## src/logic/tbs_pkg.sv

```systemverilog
/*
  Package of the terminal bus supervisor: register map, field layouts,
  reset values, states and timing constants.
  Assumes a 200 MHz clock and a simple strobe register port.
*/
`default_nettype none
package tbs_pkg;
  localparam int unsigned CLK_MHZ = 200;
  localparam int unsigned RETRIG_MS = 85;
  localparam int unsigned BASE_MS = 100;
  localparam int unsigned MS_CYCLES = CLK_MHZ * 1000;
  localparam int unsigned RETRIG_CYCLES = RETRIG_MS * MS_CYCLES;
  localparam int unsigned BASE_CYCLES = BASE_MS * MS_CYCLES;
  localparam int unsigned US_CYCLES = CLK_MHZ;

  localparam logic [7:0] ADDR_CTRL = 8'h00;
  localparam logic [7:0] ADDR_CMD = 8'h04;
  localparam logic [7:0] ADDR_STATUS = 8'h08;
  localparam logic [7:0] ADDR_TASK_CUR = 8'h10;
  localparam logic [7:0] ADDR_TASK_MAX = 8'h14;
  localparam logic [7:0] ADDR_TBUS_CUR = 8'h18;
  localparam logic [7:0] ADDR_TBUS_MAX = 8'h1C;
  localparam logic [7:0] ADDR_FBUS_CUR = 8'h20;
  localparam logic [7:0] ADDR_FBUS_MAX = 8'h24;
  localparam logic [7:0] ADDR_SSB_CUR = 8'h28;
  localparam logic [7:0] ADDR_SSB_MAX = 8'h2C;

  localparam int unsigned CTRL_CHECK = 0;
  localparam int unsigned CTRL_AUTORST = 1;
  localparam int unsigned CTRL_CLRBRK = 2;
  localparam int unsigned CTRL_SYNCFB = 3;
  localparam int unsigned CTRL_INZERO = 4;
  localparam int unsigned CTRL_OUTZERO = 5;
  localparam int unsigned CTRL_RETRIG_LO = 6;
  localparam logic [7:0] CTRL_DEFAULT = 8'hC2;

  localparam int unsigned CMD_SAVE_REF = 0;
  localparam int unsigned CMD_RST_MAX = 1;
  localparam int unsigned CMD_FACTORY = 2;
  localparam int unsigned CMD_BUS_RST = 3;

  localparam logic [31:0] ZERO32 = 32'h0000_0000;
  localparam logic [15:0] ZERO16 = 16'h0000;
  localparam logic [1:0] RETRIG_ZERO = 2'h0;

  typedef enum logic [1:0] {
    TBS_CHECK = 2'b00,
    TBS_RUN = 2'b01,
    TBS_FAULT = 2'b10,
    TBS_HALT = 2'b11
  } tbs_state_t;

  typedef struct packed {
    logic [7:0] addr;
    logic [31:0] wdata;
    logic wr;
    logic rd;
  } tbs_reg_req_t;
endpackage : tbs_pkg
`default_nettype wire

```

## src/logic/tbs_cycle_meter.sv

```systemverilog
/*
  Cycle-time meter: counts microseconds between start and stop pulses,
  keeps current and maximum values.
  Assumes start and stop are one-cycle pulses on the system clock.
*/
`default_nettype none
module tbs_cycle_meter (
  input wire logic I_CLK,
  input wire logic I_NRST,
  input wire logic i_start,
  input wire logic i_stop,
  input wire logic i_clr_max,
  output logic [15:0] o_cur,
  output logic [15:0] o_max
);
  logic [7:0] pre_ff;
  logic [15:0] cnt_ff;
  logic run_ff;
  logic us_tick;

  assign us_tick = (pre_ff == 8'(tbs_pkg::US_CYCLES - 1));

  always_ff @(posedge I_CLK or negedge I_NRST)
  begin
    if (!I_NRST)
    begin
      pre_ff <= 8'h00;
      cnt_ff <= tbs_pkg::ZERO16;
      run_ff <= 1'b0;
    end
    else if (i_start)
    begin
      pre_ff <= 8'h00;
      cnt_ff <= tbs_pkg::ZERO16;
      run_ff <= 1'b1;
    end
    else if (i_stop)
      run_ff <= 1'b0;
    else if (run_ff)
    begin
      pre_ff <= us_tick ? 8'h00 : pre_ff + 8'h01;
      if (us_tick && cnt_ff != 16'hFFFF)
        cnt_ff <= cnt_ff + 16'h0001;
    end
  end

  always_ff @(posedge I_CLK or negedge I_NRST)
  begin
    if (!I_NRST)
      o_cur <= tbs_pkg::ZERO16;
    else if (i_stop && run_ff)
      o_cur <= cnt_ff;
  end

  always_ff @(posedge I_CLK or negedge I_NRST)
  begin
    if (!I_NRST)
      o_max <= tbs_pkg::ZERO16;
    else if (i_stop && run_ff && cnt_ff > o_max)
      o_max <= cnt_ff;
    else if (i_clr_max)
      o_max <= tbs_pkg::ZERO16;
  end
endmodule : tbs_cycle_meter
`default_nettype wire

```

## src/logic/tbs_supervisor.sv

```systemverilog
/*
  Terminal bus supervisor: start-up check, fault recovery, breakpoint
  clearing, sync source, watchdog re-trigger, input and output reaction,
  cycle diagnostics, register port.
  Assumes all inputs synchronous to I_CLK; events are one-cycle pulses.
*/
// Chosen here: strobed register access and the placing of the registers.
`default_nettype none
// How it works
// - A save command stores the present terminal arrangement as reference.
// - After each restart the attached arrangement is compared with the reference.
// - With the check enabled and a mismatch, exchange and program start are held off.
// - With auto recovery enabled, exchange restarts by itself once the fault clears.
// - On recovery the outputs carry current values at once, with no extra step.
// - With clear-on-breakpoint enabled, a halted program stops bus service.
// - Bus cycles are triggered by task 1 or by the fieldbus cycle, as selected.
// - If the bus goes unserviced past the watchdog window, outputs drop.
// - By default the watchdog is re-triggered every 85 ms up to three times.
// - The re-trigger setting picks a window of 100, 170, 255 or 340 ms.
// - On a bus fault the input image is forced to zero or frozen, as selected.
// - On program stop fieldbus outputs are cleared or kept, as selected.
// - Cycle times of task 1, bus, fieldbus and system bus load are measured.
// - A reset-maxima command clears all maxima, except one that a stop pulse raises in the same cycle.
// - A factory request restores defaults, taking effect at next restart.
module tbs_supervisor #(
  parameter int unsigned RETRIG_CYC = tbs_pkg::RETRIG_CYCLES,
  parameter int unsigned BASE_CYC = tbs_pkg::BASE_CYCLES
) (
  input wire logic I_CLK,
  input wire logic I_NRST,
  input wire logic [7:0] I_ADDR,
  input wire logic [31:0] I_WDATA,
  input wire logic I_WR,
  input wire logic I_RD,
  output logic [31:0] O_RDATA,
  input wire logic [15:0] I_TERM_CFG,
  input wire logic I_BUS_FAULT,
  input wire logic I_TASK1_START,
  input wire logic I_TASK1_END,
  input wire logic I_FBUS_START,
  input wire logic I_FBUS_END,
  input wire logic I_SSB_START,
  input wire logic I_SSB_END,
  input wire logic I_BUS_DONE,
  input wire logic I_PLC_RUN,
  input wire logic I_BREAKPOINT,
  input wire logic I_CPU_BUSY,
  input wire logic [31:0] I_TERM_IN,
  input wire logic [31:0] I_PLC_OUT,
  output logic [31:0] O_IN_IMAGE,
  output logic [31:0] O_FBUS_OUT,
  output logic [31:0] O_TERM_OUT,
  output logic O_BUS_CYCLE,
  output logic O_PLC_ENABLE,
  output logic O_OUT_ENABLE,
  output logic O_WDOG_EXPIRED
);
  tbs_pkg::tbs_state_t state_ff;
  tbs_pkg::tbs_reg_req_t req;
  logic [7:0] ctrl_ff;
  logic [7:0] ctrl_live_ff;
  logic [15:0] ref_cfg_ff;
  logic check_fail_ff;
  logic [31:0] wd_cnt_ff;
  logic [1:0] retrig_ff;
  logic wd_exp_ff;
  logic cmd_save;
  logic cmd_rst_max;
  logic cmd_factory;
  logic cmd_bus_rst;
  logic sync_evt;
  logic servicing;
  logic tbus_start;
  logic [15:0] task_cur, task_max, tbus_cur, tbus_max;
  logic [15:0] fbus_cur, fbus_max, ssb_cur, ssb_max;

  function automatic logic [31:0] pack2(input logic [15:0] v);
    pack2 = {tbs_pkg::ZERO16, v};
  endfunction : pack2

  assign req = '{addr: I_ADDR, wdata: I_WDATA, wr: I_WR, rd: I_RD};
  assign cmd_save = req.wr && req.addr == tbs_pkg::ADDR_CMD && req.wdata[tbs_pkg::CMD_SAVE_REF];
  assign cmd_rst_max = req.wr && req.addr == tbs_pkg::ADDR_CMD && req.wdata[tbs_pkg::CMD_RST_MAX];
  assign cmd_factory = req.wr && req.addr == tbs_pkg::ADDR_CMD && req.wdata[tbs_pkg::CMD_FACTORY];
  assign cmd_bus_rst = req.wr && req.addr == tbs_pkg::ADDR_CMD && req.wdata[tbs_pkg::CMD_BUS_RST];

  // Stored settings, live settings latched at restart
  always_ff @(posedge I_CLK or negedge I_NRST)
  begin
    if (!I_NRST)
      ctrl_ff <= tbs_pkg::CTRL_DEFAULT;
    else if (cmd_factory)
      ctrl_ff <= tbs_pkg::CTRL_DEFAULT;
    else if (req.wr && req.addr == tbs_pkg::ADDR_CTRL)
      ctrl_ff <= req.wdata[7:0];
  end

  always_ff @(posedge I_CLK or negedge I_NRST)
  begin
    if (!I_NRST)
      ctrl_live_ff <= tbs_pkg::CTRL_DEFAULT;
    else if (state_ff == tbs_pkg::TBS_CHECK)
      ctrl_live_ff <= ctrl_ff;
  end

  always_ff @(posedge I_CLK or negedge I_NRST)
  begin
    if (!I_NRST)
      ref_cfg_ff <= tbs_pkg::ZERO16;
    else if (cmd_save)
      ref_cfg_ff <= I_TERM_CFG;
  end

  // Main state
  always_ff @(posedge I_CLK or negedge I_NRST)
  begin
    if (!I_NRST)
    begin
      state_ff <= tbs_pkg::TBS_CHECK;
      check_fail_ff <= 1'b0;
    end
    else
    begin
      case (state_ff)
        tbs_pkg::TBS_CHECK:
        begin
          check_fail_ff <= (I_TERM_CFG != ref_cfg_ff);
          if (ctrl_ff[tbs_pkg::CTRL_CHECK] && I_TERM_CFG != ref_cfg_ff)
            state_ff <= tbs_pkg::TBS_HALT;
          else
            state_ff <= tbs_pkg::TBS_RUN;
        end
        tbs_pkg::TBS_RUN:
          if (I_BUS_FAULT || wd_exp_ff)
            state_ff <= tbs_pkg::TBS_FAULT;
        tbs_pkg::TBS_FAULT:
          if (!I_BUS_FAULT && (ctrl_live_ff[tbs_pkg::CTRL_AUTORST] || cmd_bus_rst))
            state_ff <= tbs_pkg::TBS_RUN;
        tbs_pkg::TBS_HALT:
          state_ff <= tbs_pkg::TBS_HALT;
        default:
          state_ff <= tbs_pkg::TBS_CHECK;
      endcase
    end
  end

  // Bus service and sync source
  assign servicing = state_ff == tbs_pkg::TBS_RUN &&
    !(ctrl_live_ff[tbs_pkg::CTRL_CLRBRK] && I_BREAKPOINT);
  assign sync_evt = ctrl_live_ff[tbs_pkg::CTRL_SYNCFB] ? I_FBUS_START : I_TASK1_START;
  assign tbus_start = servicing && sync_evt && !I_CPU_BUSY;

  always_ff @(posedge I_CLK or negedge I_NRST)
  begin
    if (!I_NRST)
      O_BUS_CYCLE <= 1'b0;
    else
      O_BUS_CYCLE <= tbus_start;
  end

  // Watchdog with re-triggers
  always_ff @(posedge I_CLK or negedge I_NRST)
  begin
    if (!I_NRST)
    begin
      wd_cnt_ff <= tbs_pkg::ZERO32;
      retrig_ff <= tbs_pkg::RETRIG_ZERO;
      wd_exp_ff <= 1'b0;
    end
    else if (tbus_start || state_ff != tbs_pkg::TBS_RUN)
    begin
      wd_cnt_ff <= tbs_pkg::ZERO32;
      retrig_ff <= tbs_pkg::RETRIG_ZERO;
      wd_exp_ff <= 1'b0;
    end
    else if (!wd_exp_ff)
    begin
      if (ctrl_live_ff[7:6] == tbs_pkg::RETRIG_ZERO)
      begin
        if (wd_cnt_ff == 32'(BASE_CYC - 1))
          wd_exp_ff <= 1'b1;
        else
          wd_cnt_ff <= wd_cnt_ff + 32'h0000_0001;
      end
      else if (wd_cnt_ff == 32'(RETRIG_CYC - 1))
      begin
        wd_cnt_ff <= tbs_pkg::ZERO32;
        if (retrig_ff == ctrl_live_ff[7:6])
          wd_exp_ff <= 1'b1;
        else
          retrig_ff <= retrig_ff + 2'h1;
      end
      else
        wd_cnt_ff <= wd_cnt_ff + 32'h0000_0001;
    end
  end

  // Data images
  always_ff @(posedge I_CLK or negedge I_NRST)
  begin
    if (!I_NRST)
      O_TERM_OUT <= tbs_pkg::ZERO32;
    else if (!servicing || wd_exp_ff)
      O_TERM_OUT <= tbs_pkg::ZERO32;
    else
      O_TERM_OUT <= I_PLC_OUT;
  end

  always_ff @(posedge I_CLK or negedge I_NRST)
  begin
    if (!I_NRST)
      O_IN_IMAGE <= tbs_pkg::ZERO32;
    else if (state_ff == tbs_pkg::TBS_FAULT)
    begin
      if (ctrl_live_ff[tbs_pkg::CTRL_INZERO])
        O_IN_IMAGE <= tbs_pkg::ZERO32;
    end
    else if (I_BUS_DONE && servicing)
      O_IN_IMAGE <= I_TERM_IN;
  end

  always_ff @(posedge I_CLK or negedge I_NRST)
  begin
    if (!I_NRST)
      O_FBUS_OUT <= tbs_pkg::ZERO32;
    else if (!I_PLC_RUN)
    begin
      if (ctrl_live_ff[tbs_pkg::CTRL_OUTZERO])
        O_FBUS_OUT <= tbs_pkg::ZERO32;
    end
    else
      O_FBUS_OUT <= I_PLC_OUT;
  end

  assign O_PLC_ENABLE = state_ff != tbs_pkg::TBS_HALT && state_ff != tbs_pkg::TBS_CHECK;
  assign O_OUT_ENABLE = servicing && !wd_exp_ff;
  assign O_WDOG_EXPIRED = wd_exp_ff;

  // Cycle diagnostics
  tbs_cycle_meter u_task (.I_CLK(I_CLK), .I_NRST(I_NRST), .i_start(I_TASK1_START),
    .i_stop(I_TASK1_END), .i_clr_max(cmd_rst_max), .o_cur(task_cur), .o_max(task_max));
  tbs_cycle_meter u_tbus (.I_CLK(I_CLK), .I_NRST(I_NRST), .i_start(tbus_start),
    .i_stop(I_BUS_DONE), .i_clr_max(cmd_rst_max), .o_cur(tbus_cur), .o_max(tbus_max));
  tbs_cycle_meter u_fbus (.I_CLK(I_CLK), .I_NRST(I_NRST), .i_start(I_FBUS_START),
    .i_stop(I_FBUS_END), .i_clr_max(cmd_rst_max), .o_cur(fbus_cur), .o_max(fbus_max));
  tbs_cycle_meter u_ssb (.I_CLK(I_CLK), .I_NRST(I_NRST), .i_start(I_SSB_START),
    .i_stop(I_SSB_END), .i_clr_max(cmd_rst_max), .o_cur(ssb_cur), .o_max(ssb_max));

  // Register read port
  always_ff @(posedge I_CLK or negedge I_NRST)
  begin
    if (!I_NRST)
      O_RDATA <= tbs_pkg::ZERO32;
    else if (req.rd)
    begin
      case (req.addr)
        tbs_pkg::ADDR_CTRL: O_RDATA <= {24'h00_0000, ctrl_ff};
        tbs_pkg::ADDR_STATUS: O_RDATA <= {26'h000_0000, retrig_ff, wd_exp_ff,
          check_fail_ff, state_ff};
        tbs_pkg::ADDR_TASK_CUR: O_RDATA <= pack2(task_cur);
        tbs_pkg::ADDR_TASK_MAX: O_RDATA <= pack2(task_max);
        tbs_pkg::ADDR_TBUS_CUR: O_RDATA <= pack2(tbus_cur);
        tbs_pkg::ADDR_TBUS_MAX: O_RDATA <= pack2(tbus_max);
        tbs_pkg::ADDR_FBUS_CUR: O_RDATA <= pack2(fbus_cur);
        tbs_pkg::ADDR_FBUS_MAX: O_RDATA <= pack2(fbus_max);
        tbs_pkg::ADDR_SSB_CUR: O_RDATA <= pack2(ssb_cur);
        tbs_pkg::ADDR_SSB_MAX: O_RDATA <= pack2(ssb_max);
        default: O_RDATA <= tbs_pkg::ZERO32;
      endcase
    end
    else
      O_RDATA <= tbs_pkg::ZERO32;
  end
endmodule : tbs_supervisor
`default_nettype wire

```

## config.mk

```make
export PLATFORM = sky130hd
export DESIGN_NAME = tbs_supervisor
export DESIGN_NICKNAME = d
export VERILOG_FILES = /design/src/logic/tbs_pkg.sv /design/src/logic/tbs_cycle_meter.sv /design/src/logic/tbs_supervisor.sv
export SDC_FILE = /design/constraint.sdc
export NUM_CORES = 1
export LEC_CHECK = 0
export ABC_AREA = 0
export BUFFER_PORTS_ARGS = -buffer_cell sky130_fd_sc_hd__clkbuf_2
export CAP_MARGIN = 30
export CORE_MARGIN = 2
export CORE_UTILIZATION = 35
export DETAILED_ROUTE_END_ITERATION = 6
export PLACE_DENSITY = 0.59
export SLEW_MARGIN = 0
export SYNTH_ARGS = -nofsm -noshare
export SYNTH_HDL_FRONTEND = slang
export SYNTH_SLANG_ARGS = --single-unit
export TNS_END_PERCENT = 5
```

## constraint.sdc

```tcl
create_clock -name I_CLK -period 3.4 [get_ports I_CLK]
set_clock_uncertainty 0.2 [all_clocks]
set_input_delay 0.51 -clock I_CLK [delete_from_list [all_inputs] [get_ports I_CLK]]
set_output_delay 0.51 -clock I_CLK [all_outputs]
set_load 0.01 [all_outputs]
```

Yosys cells after proc, flatten, opt, wreduce, memory -nomap -nowiden
Index checks and enable logic that the tools add are counted.

Add/sub/neg operators: 10. $lt $le $gt $ge: 4. Eq/ne operators: 38. Multiplexer cells: 76. Reductions and logical operators: 72.

Operators with widths (count): 32-bit two-way mux (12); 16-bit two-way mux (21); 16-bit case mux with 10 select lines (1); 8-bit two-way mux (18); 16-bit by 1-bit adder with 16-bit output (second input constant) (4); 32-bit by 25-bit == test with 1-bit output (second input constant) (2); 16-bit greater-than comparator (4); 16-bit inequality test (second input constant) (4); 2-bit nonzero test (21); 32-bit by 1-bit adder with 32-bit output (second input constant) (1); 8-bit by 1-bit adder with 8-bit output (second input constant) (4); 8-bit by 5-bit == test with 1-bit output (second input constant) (4); 8-bit by 6-bit == test with 1-bit output (second input constant) (4); 8-bit == test (second input constant) (4); 1-bit logical AND (27); 2-bit inequality test (second input constant) (9); 2-bit two-way mux (8); 16-bit inequality test (1); 1-bit two-way mux (15); 2-bit AND reduction (7); 3-bit AND reduction (4); 8-bit by 3-bit == test with 1-bit output (second input constant) (1); 8-bit by 4-bit == test with 1-bit output (second input constant) (1); 8-bit zero test (1); 11 further kinds (22).

Flip-flop bits (word level): 427. Output and inout bits: 132.

Logic depth before layout (Yosys ltp)
Depth after elaboration: 8. Gate-level depth with buffers: 10. Gate-level depth less buffers: 8.

Modules after synthesis
From an unflattened synthesis, not the netlist that was laid out.

Cell total of the unflattened synthesis: 1969. Area total of the unflattened synthesis: 21489.4 µm².

By module, submodules not included: tbs_cycle_meter (u_fbus ...) (instances 3, cells each 305, area an instance 3258.1 µm², sequential area each 1426.4 µm²); tbs_supervisor (instances 1, cells each 780, area an instance 8689.6 µm², sequential area each 4561.9 µm²); tbs_cycle_meter (u_task) (instances 1, cells each 274, area an instance 3025.4 µm², sequential area each 1426.4 µm²).

Worst setup path before layout
OpenSTA, ideal clock, no wires.

Path type: register to register. Start: reg state_ff[1]. End: reg wd_cnt_ff[30]. Setup time: 0.078 ns. Arrival: 2.507 ns. Required time: 3.122 ns. Setup slack: 0.615 ns. Stages on the path, launching flop included: 11. Path buffers: 2. Clock period less this slack: 2.785 ns. Cell sequence: dfrtp_1 -> inv_1 -> ha_1 -> a21bo_4 -> o31a_1 -> and4_1 -> buf_6 -> or3_4 -> buf_6 -> or3_1 -> a21oi_1.

Longest elaborated chain between the ends: 7. Elaborated cells between the ends (all ways): 10. Classes of those cells: eq/ne: 4; mux: 1; reduce/logical: 5.

Ends and longest elaborated chain: start, declared (RTL line tbs_supervisor.sv:58) `tbs_pkg::tbs_state_t state_ff;`; start signal, assigned (RTL line tbs_supervisor.sv:119) `state_ff <= tbs_pkg::TBS_CHECK;`; start signal, assigned (RTL line tbs_supervisor.sv:129) `state_ff <= tbs_pkg::TBS_HALT;`; start signal, assigned (RTL line tbs_supervisor.sv:131) `state_ff <= tbs_pkg::TBS_RUN;`; 2-bit by 1-bit == test with 1-bit output (RTL line tbs_supervisor.sv:148) `assign servicing = state_ff == tbs_pkg::TBS_RUN &&`; 1-bit logical AND (RTL line tbs_supervisor.sv:148); 1-bit logical AND (2 in a row) (RTL line tbs_supervisor.sv:151) `assign tbus_start = servicing && sync_evt && !I_CPU_BUSY;`; 1-bit logical OR * (RTL line tbs_supervisor.sv:170) `else if (tbus_start || state_ff != tbs_pkg::TBS_RUN)`; 3-bit inequality test (no line) or 2-bit by 1-bit inequality test with 1-bit output (tied branches); 2-bit AND reduction (no line); end signal, assigned (RTL line tbs_supervisor.sv:166) `wd_cnt_ff <= tbs_pkg::ZERO32;`; end signal, assigned (RTL line tbs_supervisor.sv:172) `wd_cnt_ff <= tbs_pkg::ZERO32;`; end signal, assigned (RTL line tbs_supervisor.sv:183) `wd_cnt_ff <= wd_cnt_ff + 32'h0000_0001;`; end, declared (RTL line tbs_supervisor.sv:64) `logic [31:0] wd_cnt_ff;`.

Mark *: on every way between the ends. The rest lies on a longest branch, timed or not. A chain may end at the register's enable or synchronous reset.

Final worst setup path
Start: reg state_ff[1]. End: reg wd_cnt_ff[31].

The elaborated chain is that of the path after synthesis.

==> impl_table.tex <==
\begin{tabular}{lr}
\hline
Metric & Value \\
\hline
\multicolumn{2}{l}{\textbf{Clocking}} \\
\quad CTS tree & yes \\
\quad Clock latency reported for the late side of the worst-skew pair & approximately 0.58 ns \\
\quad Clock Sink Count & 410 \\
\quad \# H-tree levels & 2 \\
\quad Post-CTS Repair Setup Buffers & 0 \\
\quad Clock tree buffer depth & 3 \\
\quad Clock root cell & sky130\_fd\_sc\_hd\_\_clkbuf\_16 \\
\quad CTS-repair resized insts & 0 \\
\quad TritonCTS Buffers & between 40 and 50 \\
\quad Clock Pin Slew Worst Setup and Hold Paths & about 0.05 ns \\
\multicolumn{2}{l}{\textbf{Timing}} \\
\quad Setup repair after global routing missed its margin & no \\
\quad Post-route fraction of the period consumed by the critical path & 0.871 \\
\quad Final worst path period need & around 3.0 ns \\
\quad Slew at the pin closest to its max-slew limit & around 0.84 ns \\
\quad Setup violations, final & 0 \\
\quad Number of failing hold endpoints at the final stage & 0 \\
\quad Worst max-slew margin expressed relative to the limit & 0.437 \\
\quad Number of slew-limit violations in the final report & 0 \\
\quad Total Negative Setup Slacks & 0 ns \\
\quad Maximum achievable frequency & about 340 MHz \\
\multicolumn{2}{l}{\textbf{Setup path}} \\
\quad Top fanout value on the critical path & 7 \\
\quad Sort of element at the end of the critical path & register \\
\quad Crit start category & register \\
\quad R2r worst-path depth & 8 \\
\quad Register-to-register setup slack & roughly 0.44 ns \\
\quad Arrival time at the worst endpoint & approximately 3.3 ns \\
\quad R2R Path Start & state\_ff[1]\$\_DFFE\_PN0P\_ \\
\quad Category of the critical setup timing path & reg -> reg \\
\quad Endpoint of the worst register-to-register path & wd\_cnt\_ff[31]\$\_DFFE\_PN0P\_ \\
\quad CP required & about 3.7 ns \\
\multicolumn{2}{l}{\textbf{Yosys}} \\
\quad Post-synth top area share & 0.505 \\
\quad Area of the mapped netlist & 20000 um2 \\
\quad Synth area leader & sky130\_fd\_sc\_hd\_\_dfrtp\_1 \\
\quad Average instance area after synthesis & 10.6 um2 \\
\quad Async set or reset register ratio after synthesis & 1.00 \\
\quad Number of standard cells after synthesis & 1882 \\
\quad EDFF count, synth & 0 \\
\quad Seq/Total Area, Yosys & 0.513 \\
\quad Yosys Warn Count & 0 \\
\quad Count of unique library cells instantiated by Yosys & 68 \\
\quad Flip-flop cell with the highest count after synthesis & sky130\_fd\_sc\_hd\_\_dfrtp\_1 \\
\quad Most area-consuming cells after synthesis & sky130\_fd\_sc\_hd\_\_dfrtp\_1 51\%, sky130\_fd\_sc\_hd\_\_mux2\_2 7.5\%, sky130\_fd\_sc\_hd\_\_ha\_1 4.9\%, sky130\_fd\_sc\_hd\_\_a22o\_1 3.1\%, sky130\_fd\_sc\_hd\_\_xnor2\_1 3.0\% \\
\quad Seq cells post-synth & just over 400 \\
\multicolumn{2}{l}{\textbf{Floorplanning}} \\
\quad Number of standard-cell rows in the floorplan & slightly below 90 \\
\quad Effective utilization at floorplan & 0.354 \\
\quad DIE HEIGHT & 243 um \\
\quad Number of ports placed on the die boundary & about 270 \\
\quad Total Die Area & 59100 um2 \\
\quad Area of the core & between 50000 and 60000 um2 \\
\quad Horizontal die dimension & 243 um \\
\multicolumn{2}{l}{\textbf{Worst hold path}} \\
\quad Sink of the worst hold path & ctrl\_ff[5]\$\_DFFE\_PN0P\_ \\
\quad Kind of path behind the tightest hold check & in -> reg \\
\quad Hold Path Origin & I\_WDATA[5] \\
\quad Hold depth & 3 \\
\multicolumn{2}{l}{\textbf{Final layout}} \\
\quad Area delta synth->final & 23.4\% \\
\quad Finished Layout Cells & a little over 3000 \\
\quad Layout fillers & 5257 \\
\quad Final \#Nets & roughly 2400 \\
\quad Antenna cell count & 0 \\
\quad Area of the multi-input gates & 9090 um2 \\
\quad Share of post-route cells with drive strength above 1 & 0.227 \\
\quad Final core area utilization & 0.437 \\
\quad Area of all placed cells without fillers & between 20000 and 25000 um2 \\
\quad FF/Latch Area & around 10000 um2 \\
\multicolumn{2}{l}{\textbf{Power}} \\
\quad Worst IR Drop VDD & between 300 and 400 uV \\
\quad PD cells & between 500 and 600 nW/um2 \\
\quad Static Leak & between 10 and 15 nW \\
\multicolumn{2}{l}{\textbf{Global routing}} \\
\quad Wire length of the first global-routing pass & 87300 um \\
\quad Antenna violations before repair & 1 \\
\quad Overall global routing resource usage & 0.185 \\
\quad Fraction of met2 tracks used by global routing & 0.301 \\
\quad Grt total ovfl & 0 \\
\quad Met3 global-route usage & 0.0303 \\
\quad Met1 demand-to-capacity share in global routing & 0.252 \\
\quad Vias in the first global route & 15600 \\
\quad Pin count of the biggest net entering global routing & 83 \\
\quad Highest-utilization routing layer at the global route stage & met2 \\
\multicolumn{2}{l}{\textbf{Route}} \\
\quad Drt first pass iters & 7 \\
\quad WL final & roughly 55000 um \\
\quad Via/cell ratio & $\sim$5.2 \\
\quad Via count of the routed design & approximately 16000 \\
\quad DRC viols & 0 \\
\quad Final antenna-violating net count & 0 \\
\quad DR iter-0 viols & between 1000 and 1500 \\
\quad WL/cell & about 18 um \\
\multicolumn{2}{l}{\textbf{Place}} \\
\quad Instance count after placement with tap cells included & 2851 \\
\quad Routability cong. & 0.931 \\
\quad Detail Placement HPWL & approximately 39000 um \\
\quad Standard cell area after detailed placement & approximately 22000 um2 \\
\quad Count of buffers from port buffering & 226 \\
\multicolumn{2}{l}{\textbf{Run}} \\
\quad Max Cap Violations & 0 \\
\multicolumn{2}{l}{\textbf{Run status}} \\
\quad Status & finished, final reports clean \\
\hline
\end{tabular}
## synth_stat cells, drive strengths merged (9+ instances only)
cell type and n:
and4 10, nor2 143, a21oi 116, mux2i 23, nand4 46, a31oi 14
buf 31, and2 39, nand2 153, a22oi 9, mux2 133, a22o 70
a222oi 18, o21ai 75, nand3 68, and3 22, nor3 34, ha 78
inv 87, nor2b 10, or3 23, xnor2 68, clkbuf 57, dfrtp 404
nor4 21, xor2 39
## timing repair
item,4_1_cts,5_1_grt
setup endpoints to repair,0,0
endpoints found under the hold margin,186,0
hold buffers,85,0
## final cells by class
class                      instances  area share
clock buffer                      69      0.0559
sequential                       410       0.415
tap                              756      0.0383
timing repair buffer             371       0.101
multi-input combinational       1312       0.368
clock inverter                    15     0.00846
inverter                          87      0.0132
## state kept, by name, indices dropped and copies added, names as in the netlist, 32 cells and up
signal and cells:
O_IN_IMAGE 32, O_TERM_OUT 32, wd_cnt_ff 32, O_FBUS_OUT 32
## power breakdown
| part | switching (W) | internal, W |
|---|---|---|
| Combinational | 0.00115 | 0.000855 |
| Sequential | 0.000263 | 0.00533 |
| Clock | 0.00198 | 0.00318 |
| Total | 0.00339 | 0.00937 |
## metrics by stage
step                      total power, W  hold slack (ns)  setup slack, ns
after global routing              0.0134           0.0518            0.249
after detailed placement         0.00761            0.273            0.417
after CTS                         0.0130           0.0126            0.424
after global placement           0.00756            0.267            0.471
after floorplan                  0.00673           0.0144            0.615
final                             0.0128           0.0572            0.437
## per-layer routing
metal,up-vias,wire length [um]
met1,7847,24600
met5,-,0
met3,77,2950
li1,7405,-
met4,0,1420
met2,457,25700
## worst max-delay path by stage
stage	start	end	slack [ns]	depth (start not counted)
3_3_place_gp	state_ff[1]$_DFFE_PN0P_	wd_cnt_ff[31]$_DFFE_PN0P_	0.47	8
5_1_grt	state_ff[1]$_DFFE_PN0P_	wd_cnt_ff[31]$_DFFE_PN0P_	0.25	8
3_5_place_dp	state_ff[1]$_DFFE_PN0P_	wd_cnt_ff[31]$_DFFE_PN0P_	0.42	8
2_1_floorplan	state_ff[1]$_DFFE_PN0P_	wd_cnt_ff[30]$_DFFE_PN0P_	0.61	10
6_report	state_ff[1]$_DFFE_PN0P_	wd_cnt_ff[31]$_DFFE_PN0P_	0.44	8
4_1_cts	state_ff[1]$_DFFE_PN0P_	wd_cnt_ff[31]$_DFFE_PN0P_	0.42	8
## worst max-delay path, cell delays in order, from the launching register on
cell and delay (ns):
sky130_fd_sc_hd__dfrtp_1 0.41, sky130_fd_sc_hd__inv_1 0.16, sky130_fd_sc_hd__ha_1 0.30, sky130_fd_sc_hd__a21bo_4 0.28, sky130_fd_sc_hd__o31a_1 0.30, sky130_fd_sc_hd__a21oi_1 0.32
sky130_fd_sc_hd__nand4_1 0.30, sky130_fd_sc_hd__or4_1 0.47, sky130_fd_sc_hd__a21oi_1 0.15
## cells in the final DEF, fill, tap and decap left out, types with 23 or more instances in the layout
cell type / synthesis / final
sky130_fd_sc_hd__and2_1: 37 / 37
sky130_fd_sc_hd__mux2_2: 133 / 133
sky130_fd_sc_hd__mux2i_1: 23 / 23
sky130_fd_sc_hd__nand2_1: 153 / 153
sky130_fd_sc_hd__a21oi_1: 116 / 115
sky130_fd_sc_hd__dfrtp_1: 404 / 404
sky130_fd_sc_hd__nand4_1: 46 / 46
sky130_fd_sc_hd__ha_1: 78 / 78
sky130_fd_sc_hd__buf_4: 16 / 55
sky130_fd_sc_hd__clkbuf_16: 0 / 49
sky130_fd_sc_hd__inv_1: 87 / 87
sky130_fd_sc_hd__xor2_1: 39 / 39
sky130_fd_sc_hd__nor2_1: 143 / 142
sky130_fd_sc_hd__clkbuf_2: 0 / 225
sky130_fd_sc_hd__dlygate4sd3_1: 0 / 85
sky130_fd_sc_hd__nor3_1: 34 / 33
sky130_fd_sc_hd__xnor2_1: 68 / 68
sky130_fd_sc_hd__nand3_1: 68 / 68
sky130_fd_sc_hd__o21ai_0: 74 / 74
sky130_fd_sc_hd__a22o_1: 70 / 70
## cell families (layout without fill, tap and decap cells)
family / count (synthesis) / count (layout) / synth area share
compound gates: 352 / 352 / 0.118
xor+xnor: 107 / 107 / 0.0468
fa+ha+maj: 78 / 78 / 0.0488
buf+inv: 175 / 542 / 0.0369
flops: 410 / 410 / 0.513
mux: 157 / 157 / 0.0874
other cells: 1 / 16 / 0.000187
simple gates: 602 / 602 / 0.149
No activity file was read; power rests on OpenSTA's default activity.
